### config.mk
export PLATFORM = sky130hd
export DESIGN_NAME = osc_status_cmd
export DESIGN_NICKNAME = d
export VERILOG_FILES = /design/src/design/osc_pkg.sv /design/src/design/osc_status_mem.sv /design/src/design/osc_status_cmd.sv
export SDC_FILE = /design/constraint.sdc
export NUM_CORES = 1
export LEC_CHECK = 0
export BUFFER_PORTS_ARGS = -buffer_cell sky130_fd_sc_hd__buf_2
export CORE_MARGIN = 2
export CORE_UTILIZATION = 64
export CTS_CLUSTER_SIZE = 40
export DETAILED_ROUTE_END_ITERATION = 7
export PLACE_DENSITY = 0.81
export SKIP_CTS_REPAIR_TIMING = 1
export SLEW_MARGIN = 20
export SYNTH_ARGS = -nofsm -noshare
export SYNTH_HDL_FRONTEND = slang
export SYNTH_SLANG_ARGS = --single-unit
### constraint.sdc
create_clock -name sys_clk_in -period 7.3 [get_ports sys_clk_in]
set_input_delay 0.365 -clock sys_clk_in [delete_from_list [all_inputs] [get_ports sys_clk_in]]
set_output_delay 0.365 -clock sys_clk_in [all_outputs]
set_load 0.03 [all_outputs]
### src/design/osc_pkg.sv
// constants, opcodes, states and crc step for the status-field command block
package osc_pkg;

  // timing, in ns as printed, and the derived cycle counts at 50 MHz
  localparam int          OSC_CLK_NS        = 20;
  localparam int          OSC_RESET_NS      = 480000;
  localparam int          OSC_WR0_NS        = 15000;
  localparam int          OSC_TX_HOLD_NS    = 30000;
  localparam int          OSC_PRES_WAIT_NS  = 30000;
  localparam int          OSC_PRES_LEN_NS   = 120000;
  localparam logic [15:0] OSC_RESET_CYC     = 16'((OSC_RESET_NS + OSC_CLK_NS - 1) / OSC_CLK_NS);
  localparam logic [15:0] OSC_WR0_CYC       = 16'((OSC_WR0_NS + OSC_CLK_NS - 1) / OSC_CLK_NS);
  localparam logic [15:0] OSC_TX_HOLD_CYC   = 16'(OSC_TX_HOLD_NS / OSC_CLK_NS);
  localparam logic [15:0] OSC_PRES_WAIT_CYC = 16'((OSC_PRES_WAIT_NS + OSC_CLK_NS - 1) / OSC_CLK_NS);
  localparam logic [15:0] OSC_PRES_LEN_CYC  = 16'(OSC_PRES_LEN_NS / OSC_CLK_NS);

  // rom level opcodes
  localparam logic [7:0] OSC_OP_READ_ROM   = 8'h33;
  localparam logic [7:0] OSC_OP_MATCH_ROM  = 8'h55;
  localparam logic [7:0] OSC_OP_SEARCH_ROM = 8'hf0;
  localparam logic [7:0] OSC_OP_SKIP_ROM   = 8'hcc;
  // function level opcodes
  localparam logic [7:0] OSC_OP_READ_FIELD = 8'hf0;
  localparam logic [7:0] OSC_OP_READ_PAGE  = 8'hc3;
  localparam logic [7:0] OSC_OP_WRITE_MEM  = 8'h0f;
  localparam logic [7:0] OSC_OP_PROFILE    = 8'h99;
  localparam logic [7:0] OSC_OP_READ_STAT  = 8'haa;
  localparam logic [7:0] OSC_OP_WRITE_STAT = 8'h55;
  localparam logic [7:0] OSC_OP_PROG_CTRL  = 8'h5a;

  // field contents
  localparam logic [7:0] OSC_PROFILE_BYTE  = 8'h55;
  localparam logic [7:0] OSC_FIXED_BYTE    = 8'h00;
  localparam logic [7:0] OSC_ERASED_BYTE   = 8'hff;
  localparam logic [2:0] OSC_LAST_INDEX    = 3'h7;
  localparam int         OSC_PROG_BYTES    = 7;
  // x^8 + x^5 + x^4 + 1, reflected for lsb-first shifting
  localparam logic [7:0] OSC_CRC_POLY      = 8'h8c;
  localparam logic [6:0] OSC_LAST_BIT      = 7'h07;
  localparam logic [6:0] OSC_LAST_ADDR_BIT = 7'h0f;
  localparam logic [6:0] OSC_LAST_ROM_BIT  = 7'h3f;

  typedef enum logic [13:0] {
    OSC_S_IDLE     = 14'h0001,
    OSC_S_ROMCMD   = 14'h0002,
    OSC_S_ROMTX    = 14'h0004,
    OSC_S_ROMMATCH = 14'h0008,
    OSC_S_FUNC     = 14'h0010,
    OSC_S_ADDR     = 14'h0020,
    OSC_S_DATA     = 14'h0040,
    OSC_S_TXCRC    = 14'h0080,
    OSC_S_PCTL     = 14'h0100,
    OSC_S_PROG     = 14'h0200,
    OSC_S_VERIFY   = 14'h0400,
    OSC_S_RDATA    = 14'h0800,
    OSC_S_RCRC     = 14'h1000,
    OSC_S_PROFILE  = 14'h2000
  } osc_state_t;

  function automatic logic [7:0] osc_crc_step(input logic [7:0] crc, input logic din);
    logic fb;
    fb = crc[0] ^ din;
    return (crc >> 1) ^ (fb ? OSC_CRC_POLY : 8'h00);
  endfunction

endpackage

### src/design/osc_status_mem.sv
// eight-byte status field, seven one-time-programmable bytes and a fixed zero byte, with registered read port
`timescale 1ns/1ps
module osc_status_mem
  import osc_pkg::*;
(
  input  wire logic       sys_clk_in,
  input  wire logic       reset_in,
  input  wire logic       ce_in,
  input  wire logic [2:0] addr_in,
  input  wire logic       prog_in,
  input  wire logic [7:0] prog_data_in,
  output logic      [7:0] rd_data_out
);

  typedef struct packed {
    logic [OSC_PROG_BYTES-1:0][7:0] cells;
    logic [7:0]                     rd;
  } osc_mem_t;

  osc_mem_t                       r;
  osc_mem_t                       next_r;
  logic [OSC_PROG_BYTES-1:0][7:0] prog_val;

  // a pulse can only pull bits to zero, never back to one
  genvar i;
  generate
    for (i = 0; i < OSC_PROG_BYTES; i++) begin : g_cell
      assign prog_val[i] = (prog_in && addr_in == 3'(i)) ? (r.cells[i] & prog_data_in) : r.cells[i];
    end
  endgenerate

  always_comb begin
    next_r       = r;
    next_r.cells = prog_val;
    next_r.rd    = (addr_in == OSC_LAST_INDEX) ? OSC_FIXED_BYTE : r.cells[addr_in];
  end

  // reset here stands for power-up only: the bus reset pulse never touches the cells
  always_ff @(posedge sys_clk_in or posedge reset_in) begin
    if (reset_in) begin
      r <= {{OSC_PROG_BYTES{OSC_ERASED_BYTE}}, OSC_ERASED_BYTE};
    end else if (ce_in) begin
      r <= next_r;
    end
  end

  assign rd_data_out = r.rd;
endmodule

### src/design/osc_status_cmd.sv
// single-wire command interpreter for the status field: slot decode, rom level, status read/write, profile
`timescale 1ns/1ps
module osc_status_cmd
  import osc_pkg::*;
#(
  parameter logic [15:0] RESET_CYC     = OSC_RESET_CYC,
  parameter logic [15:0] PRES_LEN_CYC  = OSC_PRES_LEN_CYC,
  parameter logic [15:0] WR0_CYC       = OSC_WR0_CYC,
  parameter logic [15:0] TX_HOLD_CYC   = OSC_TX_HOLD_CYC,
  parameter logic [15:0] PRES_WAIT_CYC = OSC_PRES_WAIT_CYC,
  parameter logic [63:0] ROM_ID        = 64'h5a3c_0000_0000_0101  // arbitrary value
)(
  input  wire logic sys_clk_in,
  input  wire logic reset_in,
  input  wire logic ce_in,
  input  wire logic data_line_in,
  input  wire logic prog_level_in,
  output logic      data_out,
  output logic      data_oe_out
);

  typedef struct packed {
    logic        line_s0;
    logic        line_s1;
    logic        line_q;
    logic        prog_s0;
    logic        prog_s1;
    logic        prog_q;
    logic [15:0] low_cnt;
    logic [15:0] drv_cnt;
    logic [15:0] wait_cnt;
    logic        pres;
    osc_state_t  st;
    logic [6:0]  bcnt;
    logic [7:0]  shreg;
    logic [7:0]  wdata;
    logic [7:0]  op;
    logic [15:0] addr;
    logic [7:0]  crc;
    logic        miss;
    logic        prog_go;
  } osc_cmd_t;

  osc_cmd_t   r;
  osc_cmd_t   next_r;
  logic [7:0] mem_rd;
  logic       fall;
  logic       rise;
  logic       reset_evt;
  logic       slot_evt;
  logic       wbit;
  logic       is_tx;
  logic       tx_bit;
  logic       byte_end;
  logic [7:0] rx_byte;
  logic [15:0] addr_inc;

  osc_status_mem u_mem (
    .sys_clk_in   (sys_clk_in),
    .reset_in     (reset_in),
    .ce_in        (ce_in),
    .addr_in      (r.addr[2:0]),
    .prog_in      (r.prog_go),
    .prog_data_in (r.wdata),
    .rd_data_out  (mem_rd)
  );

  // edges of the synchronised line; presence time is ours, so host edges are ignored then
  assign fall      = r.line_q && !r.line_s1 && !r.pres;
  assign rise      = !r.line_q && r.line_s1 && !r.pres;
  assign reset_evt = rise && r.low_cnt >= RESET_CYC;
  assign slot_evt  = rise && !reset_evt;
  assign wbit      = r.low_cnt < WR0_CYC;
  assign byte_end  = r.bcnt == OSC_LAST_BIT;
  assign rx_byte   = {wbit, r.shreg[7:1]};
  assign addr_inc  = r.addr + 16'h0001;

  assign is_tx = r.st inside {OSC_S_ROMTX, OSC_S_TXCRC, OSC_S_RDATA, OSC_S_RCRC, OSC_S_VERIFY, OSC_S_PROFILE};

  always_comb begin
    tx_bit = 1'b1;
    if (r.st == OSC_S_ROMTX) begin
      tx_bit = ROM_ID[r.bcnt[5:0]];
    end else if (r.st == OSC_S_TXCRC || r.st == OSC_S_RCRC) begin
      tx_bit = r.crc[r.bcnt[2:0]];
    end else if (r.st == OSC_S_RDATA || r.st == OSC_S_VERIFY) begin
      tx_bit = mem_rd[r.bcnt[2:0]];
    end else if (r.st == OSC_S_PROFILE) begin
      tx_bit = OSC_PROFILE_BYTE[r.bcnt[2:0]];
    end
  end

  always_comb begin
    next_r         = r;
    next_r.line_s0 = data_line_in;
    next_r.line_s1 = r.line_s0;
    next_r.line_q  = r.line_s1;
    next_r.prog_s0 = prog_level_in;
    next_r.prog_s1 = r.prog_s0;
    next_r.prog_q  = r.prog_s1;
    next_r.prog_go = 1'b0;

    // low-time meter, saturating so a stuck-low line cannot wrap into a short slot
    if (fall) begin
      next_r.low_cnt = 16'h0001;
    end else if (!r.line_s1 && r.low_cnt != 16'hffff) begin
      next_r.low_cnt = r.low_cnt + 16'h0001;
    end
    if (r.drv_cnt != 16'h0000) begin
      next_r.drv_cnt = r.drv_cnt - 16'h0001;
    end

    // presence: wait, drive low, then skip the rising edge we caused
    if (r.pres) begin
      if (r.wait_cnt > 16'h0001) begin
        next_r.wait_cnt = r.wait_cnt - 16'h0001;
      end else if (r.wait_cnt == 16'h0001) begin
        next_r.wait_cnt = 16'h0000;
        next_r.drv_cnt  = PRES_LEN_CYC;
      end else if (r.drv_cnt == 16'h0000 && r.line_s1) begin
        next_r.pres = 1'b0;
      end
    end

    // a read slot of a zero bit is stretched low by us from its falling edge
    if (fall && is_tx && !tx_bit) begin
      next_r.drv_cnt = TX_HOLD_CYC;
    end

    if (reset_evt) begin
      next_r.st       = OSC_S_ROMCMD;
      next_r.bcnt     = 7'h00;
      next_r.pres     = 1'b1;
      next_r.wait_cnt = PRES_WAIT_CYC;
      next_r.miss     = 1'b0;
    end else if (r.st == OSC_S_PROG) begin
      // end of the programming pulse; cells update whatever the crc was
      if (r.prog_q && !r.prog_s1) begin
        next_r.prog_go = 1'b1;
        next_r.st      = OSC_S_VERIFY;
        next_r.bcnt    = 7'h00;
      end
    end else if (slot_evt) begin
      next_r.bcnt = r.bcnt + 7'h01;
      if (!is_tx) begin
        next_r.shreg = rx_byte;
      end
      if (r.st inside {OSC_S_FUNC, OSC_S_ADDR, OSC_S_DATA}) begin
        next_r.crc = osc_crc_step(r.crc, wbit);
      end
      unique case (r.st)
        OSC_S_IDLE: begin
          next_r.bcnt = 7'h00;
        end
        OSC_S_ROMCMD: begin
          if (byte_end) begin
            next_r.bcnt = 7'h00;
            next_r.crc  = 8'h00;
            if (rx_byte == OSC_OP_SKIP_ROM) begin
              next_r.st = OSC_S_FUNC;
            end else if (rx_byte == OSC_OP_READ_ROM) begin
              next_r.st = OSC_S_ROMTX;
            end else if (rx_byte == OSC_OP_MATCH_ROM) begin
              next_r.st = OSC_S_ROMMATCH;
            end else begin
              // search and unknown codes leave the device quiet until reset
              next_r.st = OSC_S_IDLE;
            end
          end
        end
        OSC_S_ROMTX: begin
          if (r.bcnt == OSC_LAST_ROM_BIT) begin
            next_r.st   = OSC_S_FUNC;
            next_r.bcnt = 7'h00;
          end
        end
        OSC_S_ROMMATCH: begin
          if (r.bcnt == OSC_LAST_ROM_BIT) begin
            next_r.st   = (r.miss || wbit != ROM_ID[63]) ? OSC_S_IDLE : OSC_S_FUNC;
            next_r.bcnt = 7'h00;
          end else if (wbit != ROM_ID[r.bcnt[5:0]]) begin
            next_r.miss = 1'b1;
          end
        end
        OSC_S_FUNC: begin
          if (byte_end) begin
            next_r.op   = rx_byte;
            next_r.bcnt = 7'h00;
            if (rx_byte == OSC_OP_READ_STAT || rx_byte == OSC_OP_WRITE_STAT) begin
              next_r.st = OSC_S_ADDR;
            end else if (rx_byte == OSC_OP_PROFILE) begin
              next_r.st = OSC_S_PROFILE;
            end else begin
              // data-memory commands are served by another block
              next_r.st = OSC_S_IDLE;
            end
          end
        end
        OSC_S_ADDR: begin
          next_r.addr = {wbit, r.addr[15:1]};
          if (r.bcnt == OSC_LAST_ADDR_BIT) begin
            next_r.bcnt = 7'h00;
            next_r.st   = (r.op == OSC_OP_READ_STAT) ? OSC_S_TXCRC : OSC_S_DATA;
          end
        end
        OSC_S_DATA: begin
          if (byte_end) begin
            next_r.st   = OSC_S_TXCRC;
            next_r.wdata = rx_byte;
            next_r.bcnt = 7'h00;
          end
        end
        OSC_S_TXCRC: begin
          if (byte_end) begin
            next_r.bcnt = 7'h00;
            if (r.op == OSC_OP_READ_STAT) begin
              next_r.st  = OSC_S_RDATA;
              next_r.crc = 8'h00;
            end else begin
              next_r.st = OSC_S_PCTL;
            end
          end
        end
        OSC_S_PCTL: begin
          if (byte_end) begin
            next_r.bcnt  = 7'h00;
            next_r.st    = (rx_byte == OSC_OP_PROG_CTRL) ? OSC_S_PROG : OSC_S_IDLE;
          end
        end
        OSC_S_VERIFY: begin
          if (byte_end) begin
            next_r.addr = addr_inc;
            next_r.crc  = addr_inc[7:0];
            next_r.st   = OSC_S_DATA;
            next_r.bcnt = 7'h00;
          end
        end
        OSC_S_RDATA: begin
          next_r.crc = osc_crc_step(r.crc, tx_bit);
          if (byte_end) begin
            next_r.bcnt = 7'h00;
            if (r.addr[2:0] == OSC_LAST_INDEX) begin
              next_r.st = OSC_S_RCRC;
            end else begin
              next_r.addr = addr_inc;
            end
          end
        end
        OSC_S_RCRC, OSC_S_PROFILE: begin
          if (byte_end) begin
            next_r.st   = OSC_S_IDLE;
            next_r.bcnt = 7'h00;
          end
        end
        OSC_S_PROG: begin
          next_r.bcnt = r.bcnt;
        end
      endcase
    end
  end

  always_ff @(posedge sys_clk_in or posedge reset_in) begin
    if (reset_in) begin
      r          <= '0;
      r.line_s0  <= 1'b1;
      r.line_s1  <= 1'b1;
      r.line_q   <= 1'b1;
      r.st       <= OSC_S_IDLE;
    end else if (ce_in) begin
      r <= next_r;
    end
  end

  // open drain: only ever pulls low
  assign data_out    = 1'b0;
  assign data_oe_out = r.drv_cnt != 16'h0000;
endmodule

* After elaboration in Yosys (flattened, before gate mapping)
Memories as Yosys holds them, arrays and structs flattened. Index checks and enable logic that the tools add are counted.
Cells by class: $add $sub $neg 5, $lt $le $gt $ge 6, equality and inequality tests 52, multiplexer cells 79, bitwise logic cells 14, reductions and logical operators 60
Operators by type and width (count):
- $mux 21 | 14
- $pmux 14 s11 | 1
- $mux 8 | 17
- $mux 16 | 8
- $pmux 7 s12 | 1
- $mux 14 | 5
- $mux 70 | 1
- $and 8x8->8 | 7
- $pmux 16 s3 | 1
- $mux 33 | 1
- $add 16x1->16 const B | 2
- $eq 8x8->1 const B | 4
- $mux 32 | 1
- $pmux 8 s4 | 1
- $sub 16x1->16 const B | 2
- $bmux 8 s3 | 1
- $mux 24 | 1
- $ne 4x4->1 const B | 6
- $mux 1 | 19
- $logic_and 1x1->1 | 18
- $reduce_and 6->1 | 3
- $mux 17 | 1
- $eq 16x1->1 const B | 1
- $eq 8x7->1 const B | 2
- other kinds (57) | 98
Storage, ports and cells: bits in registers 190, ROM bits 72, input port bits 5, output and inout bits 2, memories kept 2
Memories:
- (no name shown) | depth 64, width 1, rd ports 1, clocked after Yosys merged registers in 0, wr ports 0, line osc_status_cmd.sv:181 | end else if (wbit != ROM_ID[r.bcnt[5:0]]) begin
- (no name shown) | depth 8, width 1, rd ports 1, clocked after Yosys merged registers in 0, wr ports 0, line osc_status_cmd.sv:89 | tx_bit = OSC_PROFILE_BYTE[r.bcnt[2:0]];

* Longest topological paths before layout
depth in word-level cells 15, depth in mapped cells 12

* By module
Synthesis repeated with hierarchy kept, for this count alone.
Unflattened totals: cell total of the unflattened synthesis 1085, area total of the unflattened synthesis 10781.6 um2
Modules (own cells, without submodules):
- osc_status_cmd | instances 1, cells each 855, area each 7840.0 um2, seq. area each 3133.0 um2
- osc_status_mem | instances 1, cells each 230, area each 2941.6 um2, seq. area each 1681.6 um2

* Least setup slack after synthesis
OpenSTA, ideal clock, no wires.
path type register to register, start register r[66] (netlist bit), end register r[59] (netlist bit), setup time 0.125 ns, arrival 2.634 ns, path slack 4.541 ns, cell stages (with the launch flop) 9, path buffers 1, period minus slack after synthesis 2.759 ns, path through dfrtp_1 -> or4_4 -> or4b_4 -> a21oi_4 -> nor4_2 -> o31ai_2 -> nor2b_1 -> buf_4 -> mux2_2
Between the ends: longest elaborated chain between the ends 6
Ends and longest elaborated chain:
- start, declared | line osc_status_cmd.sv:44 | osc_cmd_t r;
- start signal, assigned | line osc_status_cmd.sv:270 | r <= next_r;
- $eq 14x13->1 / $eq 14x14->1 (equally long branches) | line osc_status_cmd.sv:151 | unique case (r.st)
- $reduce_or 2->1 | line osc_status_cmd.sv:151
- $pmux 14 s11 | line osc_status_cmd.sv:151
- $mux 70 | line osc_status_cmd.sv:143 | end else if (slot_evt) begin
- $mux 21 | line osc_status_cmd.sv:136 | end else if (r.st == OSC_S_PROG) begin
- $mux 21 | line osc_status_cmd.sv:130 | if (reset_evt) begin
Several ways; a longest one is shown, not always the timed one. The select of a mux whose other input is x is not followed. A chain may end at the register's enable or synchronous reset.

* Worst setup path in the final report
start register r[64] (netlist bit), end register r[101] (netlist bit)
Between the ends: longest elaborated chain between the ends 8
Ends and longest elaborated chain:
- $eq 14x14->1 (tied with other cells) | line osc_status_cmd.sv:78, osc_status_cmd.sv:88
- $mux 1 / $logic_or 1x1->1 (equally long branches) | line osc_status_cmd.sv:88, osc_status_cmd.sv:86
- $mux 1 | line osc_status_cmd.sv:86 | end else if (r.st == OSC_S_RDATA || r.st == OSC_S_VERIFY) begin
- $mux 1 | line osc_status_cmd.sv:84 | end else if (r.st == OSC_S_TXCRC || r.st == OSC_S_RCRC) begin
- $mux 1 | line osc_status_cmd.sv:82 | if (r.st == OSC_S_ROMTX) begin
- $logic_not 1->1 | line osc_status_cmd.sv:126 | if (fall && is_tx && !tx_bit) begin
- $logic_and 1x1->1 (*) | line osc_status_cmd.sv:126
- $mux 16 (*) | line osc_status_cmd.sv:126
Every way passes the cells marked *; elsewhere a longest branch is shown, timed or not.

==> results summary <==
Entering global routing, the biggest net connects 111 pins. The post-place instance area is 10400 sq um. The final setup TNS is 0 ns. The Yosys step of the flow raised 0 warnings. Setup repair after global routing left no endpoint under its margin. STA classifies the critical path endpoint as a flop. The first global-routing pass estimated about 39 mm of wire. Between clock sinks in the finished design, the worst skew comes to between 0.009 and 0.01 ns.

The power after layout is 0.00227 W. The area of combinational cells with multiple inputs is about 5100 sq um. The portion of the clock cycle consumed by the worst path in the final layout came out at 52.5%. The cell with the largest stage delay on the worst path is sky130_fd_sc_hd__nand4_1.

The number of cells on the worst reg-to-reg path is 8. The via count is roughly 8200. The number of remaining DRC errors came out at 0. The portion of the post-synthesis area used by sequential elements came out at 46.6%.

The number of buffers on the longest clock path came out at 2. The fraction of final layout cells sized beyond drive strength 1 is 17.0%. At the worst endpoint, the arrival time is 4.16 ns. The required time at the endpoint of the critical path came out at ~7.6 ns. The worst setup path is launched from a flop. At the pin with the least slew margin, the transition time is roughly 1.1 ns. The weighted congestion reported at the end of routability-driven placement is about 0.94. The layout filler cell count came out at 1202. The classification of the worst-slack hold path is input port to asynchronous set/reset pin. Dividing total power by cell area gives a power density of 207 nW/um^2. The design area is approximately 11000 sq um. The number of storage elements in the synthesis netlist came out at 189.

In this design, the stage delay of the slowest critical-path cell is ~0.87 ns. The number of iterations in the first detailed-routing pass is 5. The HPWL after detailed placement is 16.1 mm. The cell at the root of the clock tree is sky130_fd_sc_hd__clkbuf_16. For this configuration, the core starts out at a cell density of 65.3%. The die span in x is 131 microns. The source-to-sink clock delay at the later pin of the worst-skew pair came out at approximately 0.44 ns.

The post-synthesis instance total came out at between 1000 and 1500. The leakage component of the power came out at 4.39 nW. The final net count came out at roughly 1000. The top cell types in the final layout, fill and taps aside, are 121 x sky130_fd_sc_hd__dfrtp_1, 84 x sky130_fd_sc_hd__nor2_1, 83 x sky130_fd_sc_hd__o21ai_0, 79 x sky130_fd_sc_hd__nand2_1, 68 x sky130_fd_sc_hd__dfstp_2. The worst setup path is of the flop to flop kind.

The count of flip-flops with a built-in enable after synthesis is 0. The worst voltage drop across the vdd grid is between 0.15 and 0.2 mV. The worst hold slack came out at 0.0355 ns.

In this run, CTS created clock tree buffers numbering 17. The tool flagged a number of max-cap violations equal to 0. The final hold violation count came out at 0. The time the final worst path needs with I/O delays and setup came out at about 3.8 ns. The core region is ~16000 sq um. The area of the mapped netlist came out at ~10000 sq um. Traced cell by cell, the critical path runs through nor4_2 > nand4_1 > a211oi_1 > o21ai_2 > a21oi_4 > or3_1 > nor4_1 > a21o_1.

The die area came out at 17200 sq um. The fraction of registers with async set/reset came out at 100%. The die is approximately 130 microns tall. The area overhead of the layout relative to synthesis came out at 6.29%. The floorplan has between 40 and 50 rows.

The setup check on the worst reg-to-reg path leaves a slack of between 3 and 4 ns. The number of top-level design ports is 7. The final wirelength came out at 23.8 mm.

The final count of pins violating max slew came to 0. The clock edge transition at the registers on the reported setup and hold paths came out at 0.07 ns. The number of antenna violations at the first check in global routing came out at 0.

The TritonCTS clock tree is yes. The number of instances in the placed design came out at around 1200. Among all flip-flop cells after synthesis, the most frequent one is sky130_fd_sc_hd__dfrtp_1. Input and output buffers added on the ports amount to 5. The endpoint identified for the worst register-to-register timing path is r[101]$_DFFE_PP0P_. The run finished with clean final reports.

The startpoint identified for the worst register-to-register timing path is r[64]$_DFFE_PP0P_. The depth of the CTS H-tree is 4. Summing all flip-flop and latch instances after layout gives between 4000 and 5000 sq um. For this run, the top clock speed supported by timing is roughly 260 MHz. The antenna diode count is 0.

The number of sinks driven by the clock tree is roughly 190. The number of global-route vias before repair is about 7500. The global route total overflow came out at 0. The via density per instance is 6.54.

The critical-path maximum fanout came out at 18. The routed wirelength normalized by instance count is approximately 19 microns. The number of routed nets with antenna violations is 0. The count of distinct cell types in the synthesized netlist is 83. Global routing consumed, over all layers together, 28.9% of the routing resources.

The synthesized net count came out at about 1100. The setup violation total in the final timing report came out at 0. Once layout is complete, the cells apart from fillers number ~1300. The synthesized area per cell is roughly 9.8 sq um.

The first routing iteration left about 760 violations. The relative max-transition margin is 23.7%. Leaving out fill and tap cells, the most frequent cell in the layout is sky130_fd_sc_hd__dfrtp_1.
==> Yosys cell counts (7+ instances only) <==
library cell,instances,area [sq um]
sky130_fd_sc_hd__dfrtp_1,121,3030
sky130_fd_sc_hd__nor2_1,84,315
sky130_fd_sc_hd__o21ai_0,83,415
sky130_fd_sc_hd__nand2_1,79,297
sky130_fd_sc_hd__dfstp_2,68,1790
sky130_fd_sc_hd__o21a_1,59,443
sky130_fd_sc_hd__a21oi_1,55,275
sky130_fd_sc_hd__nor3_1,43,215
sky130_fd_sc_hd__clkbuf_1,35,131
sky130_fd_sc_hd__mux2_2,35,394
sky130_fd_sc_hd__inv_1,34,128
sky130_fd_sc_hd__nand3_1,34,170
sky130_fd_sc_hd__and3_1,19,119
sky130_fd_sc_hd__nor4_1,19,119
sky130_fd_sc_hd__nand4_1,18,113
sky130_fd_sc_hd__ha_1,14,175
sky130_fd_sc_hd__xnor2_1,14,123
sky130_fd_sc_hd__o31ai_1,13,97.6
sky130_fd_sc_hd__mux4_2,12,270
sky130_fd_sc_hd__buf_1,11,41.3
sky130_fd_sc_hd__or3_1,11,68.8
sky130_fd_sc_hd__mux2i_1,10,100
sky130_fd_sc_hd__o21ai_1,10,50.1
sky130_fd_sc_hd__xor2_1,10,87.6
sky130_fd_sc_hd__buf_2,9,45.0
sky130_fd_sc_hd__nand2b_1,8,50.1
sky130_fd_sc_hd__nor3b_1,8,60.1
sky130_fd_sc_hd__o2bb2ai_1,8,70.1
sky130_fd_sc_hd__a21o_1,7,52.6
sky130_fd_sc_hd__a31oi_1,7,43.8
sky130_fd_sc_hd__nand3b_1,7,52.6
==> area by class of cell <==
| cell class | instances | area share, % |
|---|---|---|
| clock buffer | 17 | 3.87 |
| clock inverter | 15 | 1.41 |
| tap | 216 | 2.46 |
| sequential | 189 | 43.8 |
| timing repair buffer | 8 | 0.433 |
| inverter | 36 | 1.30 |
| multi-input combinational | 776 | 46.7 |
==> flip-flops by register name, summed over array words and instances, names as in the netlist <==
register,cells
next_r,4
r,121
u_mem.rd_data_out,8
u_mem.r,56
==> worst max-delay path by stage <==
stage / startpoint / slack [ns] / to / cells after the start
final: r[64]$_DFFE_PP0P_ / 3.47 / r[101]$_DFFE_PP0P_ / 8
after CTS: r[58]$_DFFE_PP0P_ / 3.54 / r[101]$_DFFE_PP0P_ / 8
after detailed placement: r[58]$_DFFE_PP0P_ / 3.56 / r[101]$_DFFE_PP0P_ / 8
after global routing: r[50]$_DFFE_PP0P_ / 3.04 / r[16]$_DFFE_PP0P_ / 9
after global placement: r[64]$_DFFE_PP0P_ / 3.58 / r[15]$_DFFE_PP0P_ / 6
after floorplan: reset_in / 1.91 / next_r[120]$_DFFE_PP0P_ / 1
==> layer usage <==
metal,vias up,track usage [%],wire [microns]
li1,3840,-,-
met1,4115,44.1,11200
met2,240,43.7,11100
met3,28,4.30,1100
met4,0,7.76,337
met5,-,0,0
==> where the power goes <==
group	switching, W	internal [W]	total [W]
logic	0.000112	0.0000729	0.000184
registers	0.0000696	0.00111	0.00118
clock network	0.000457	0.000457	0.000914
==> logic make-up (layout without fill, tap and decap cells) <==
family | count (synthesis) | after routing | synth area share (%)
and+or+nand+nor | 368 | 368 | 18.4
xor gates and xnor gates | 24 | 24 | 2.03
AOI/OAI and AO/OA | 312 | 312 | 20.1
buffers and inverters | 95 | 76 | 3.78
other | 1 | 1 | 0.0363
adders and majority gates | 14 | 14 | 1.69
DFF | 189 | 189 | 46.6
muxes | 57 | 57 | 7.40
==> critical path: cells and delay by family (launching register included) <==
| kind | cells | cell delay (ns) |
|---|---|---|
| and+or+nand+nor | 4 | 1.89 |
| AOI/OAI and AO/OA | 4 | 1.28 |
| DFF | 1 | 0.55 |
==> through the flow <==
stage,setup WS [ns],util [%]
finish,3.47,69.4
global route,3.04,69.4
CTS,3.54,69.4
detailed placement,3.56,65.8
global placement,3.58,65.8
floorplan,1.91,-
(Power assumes the default switching activity.)
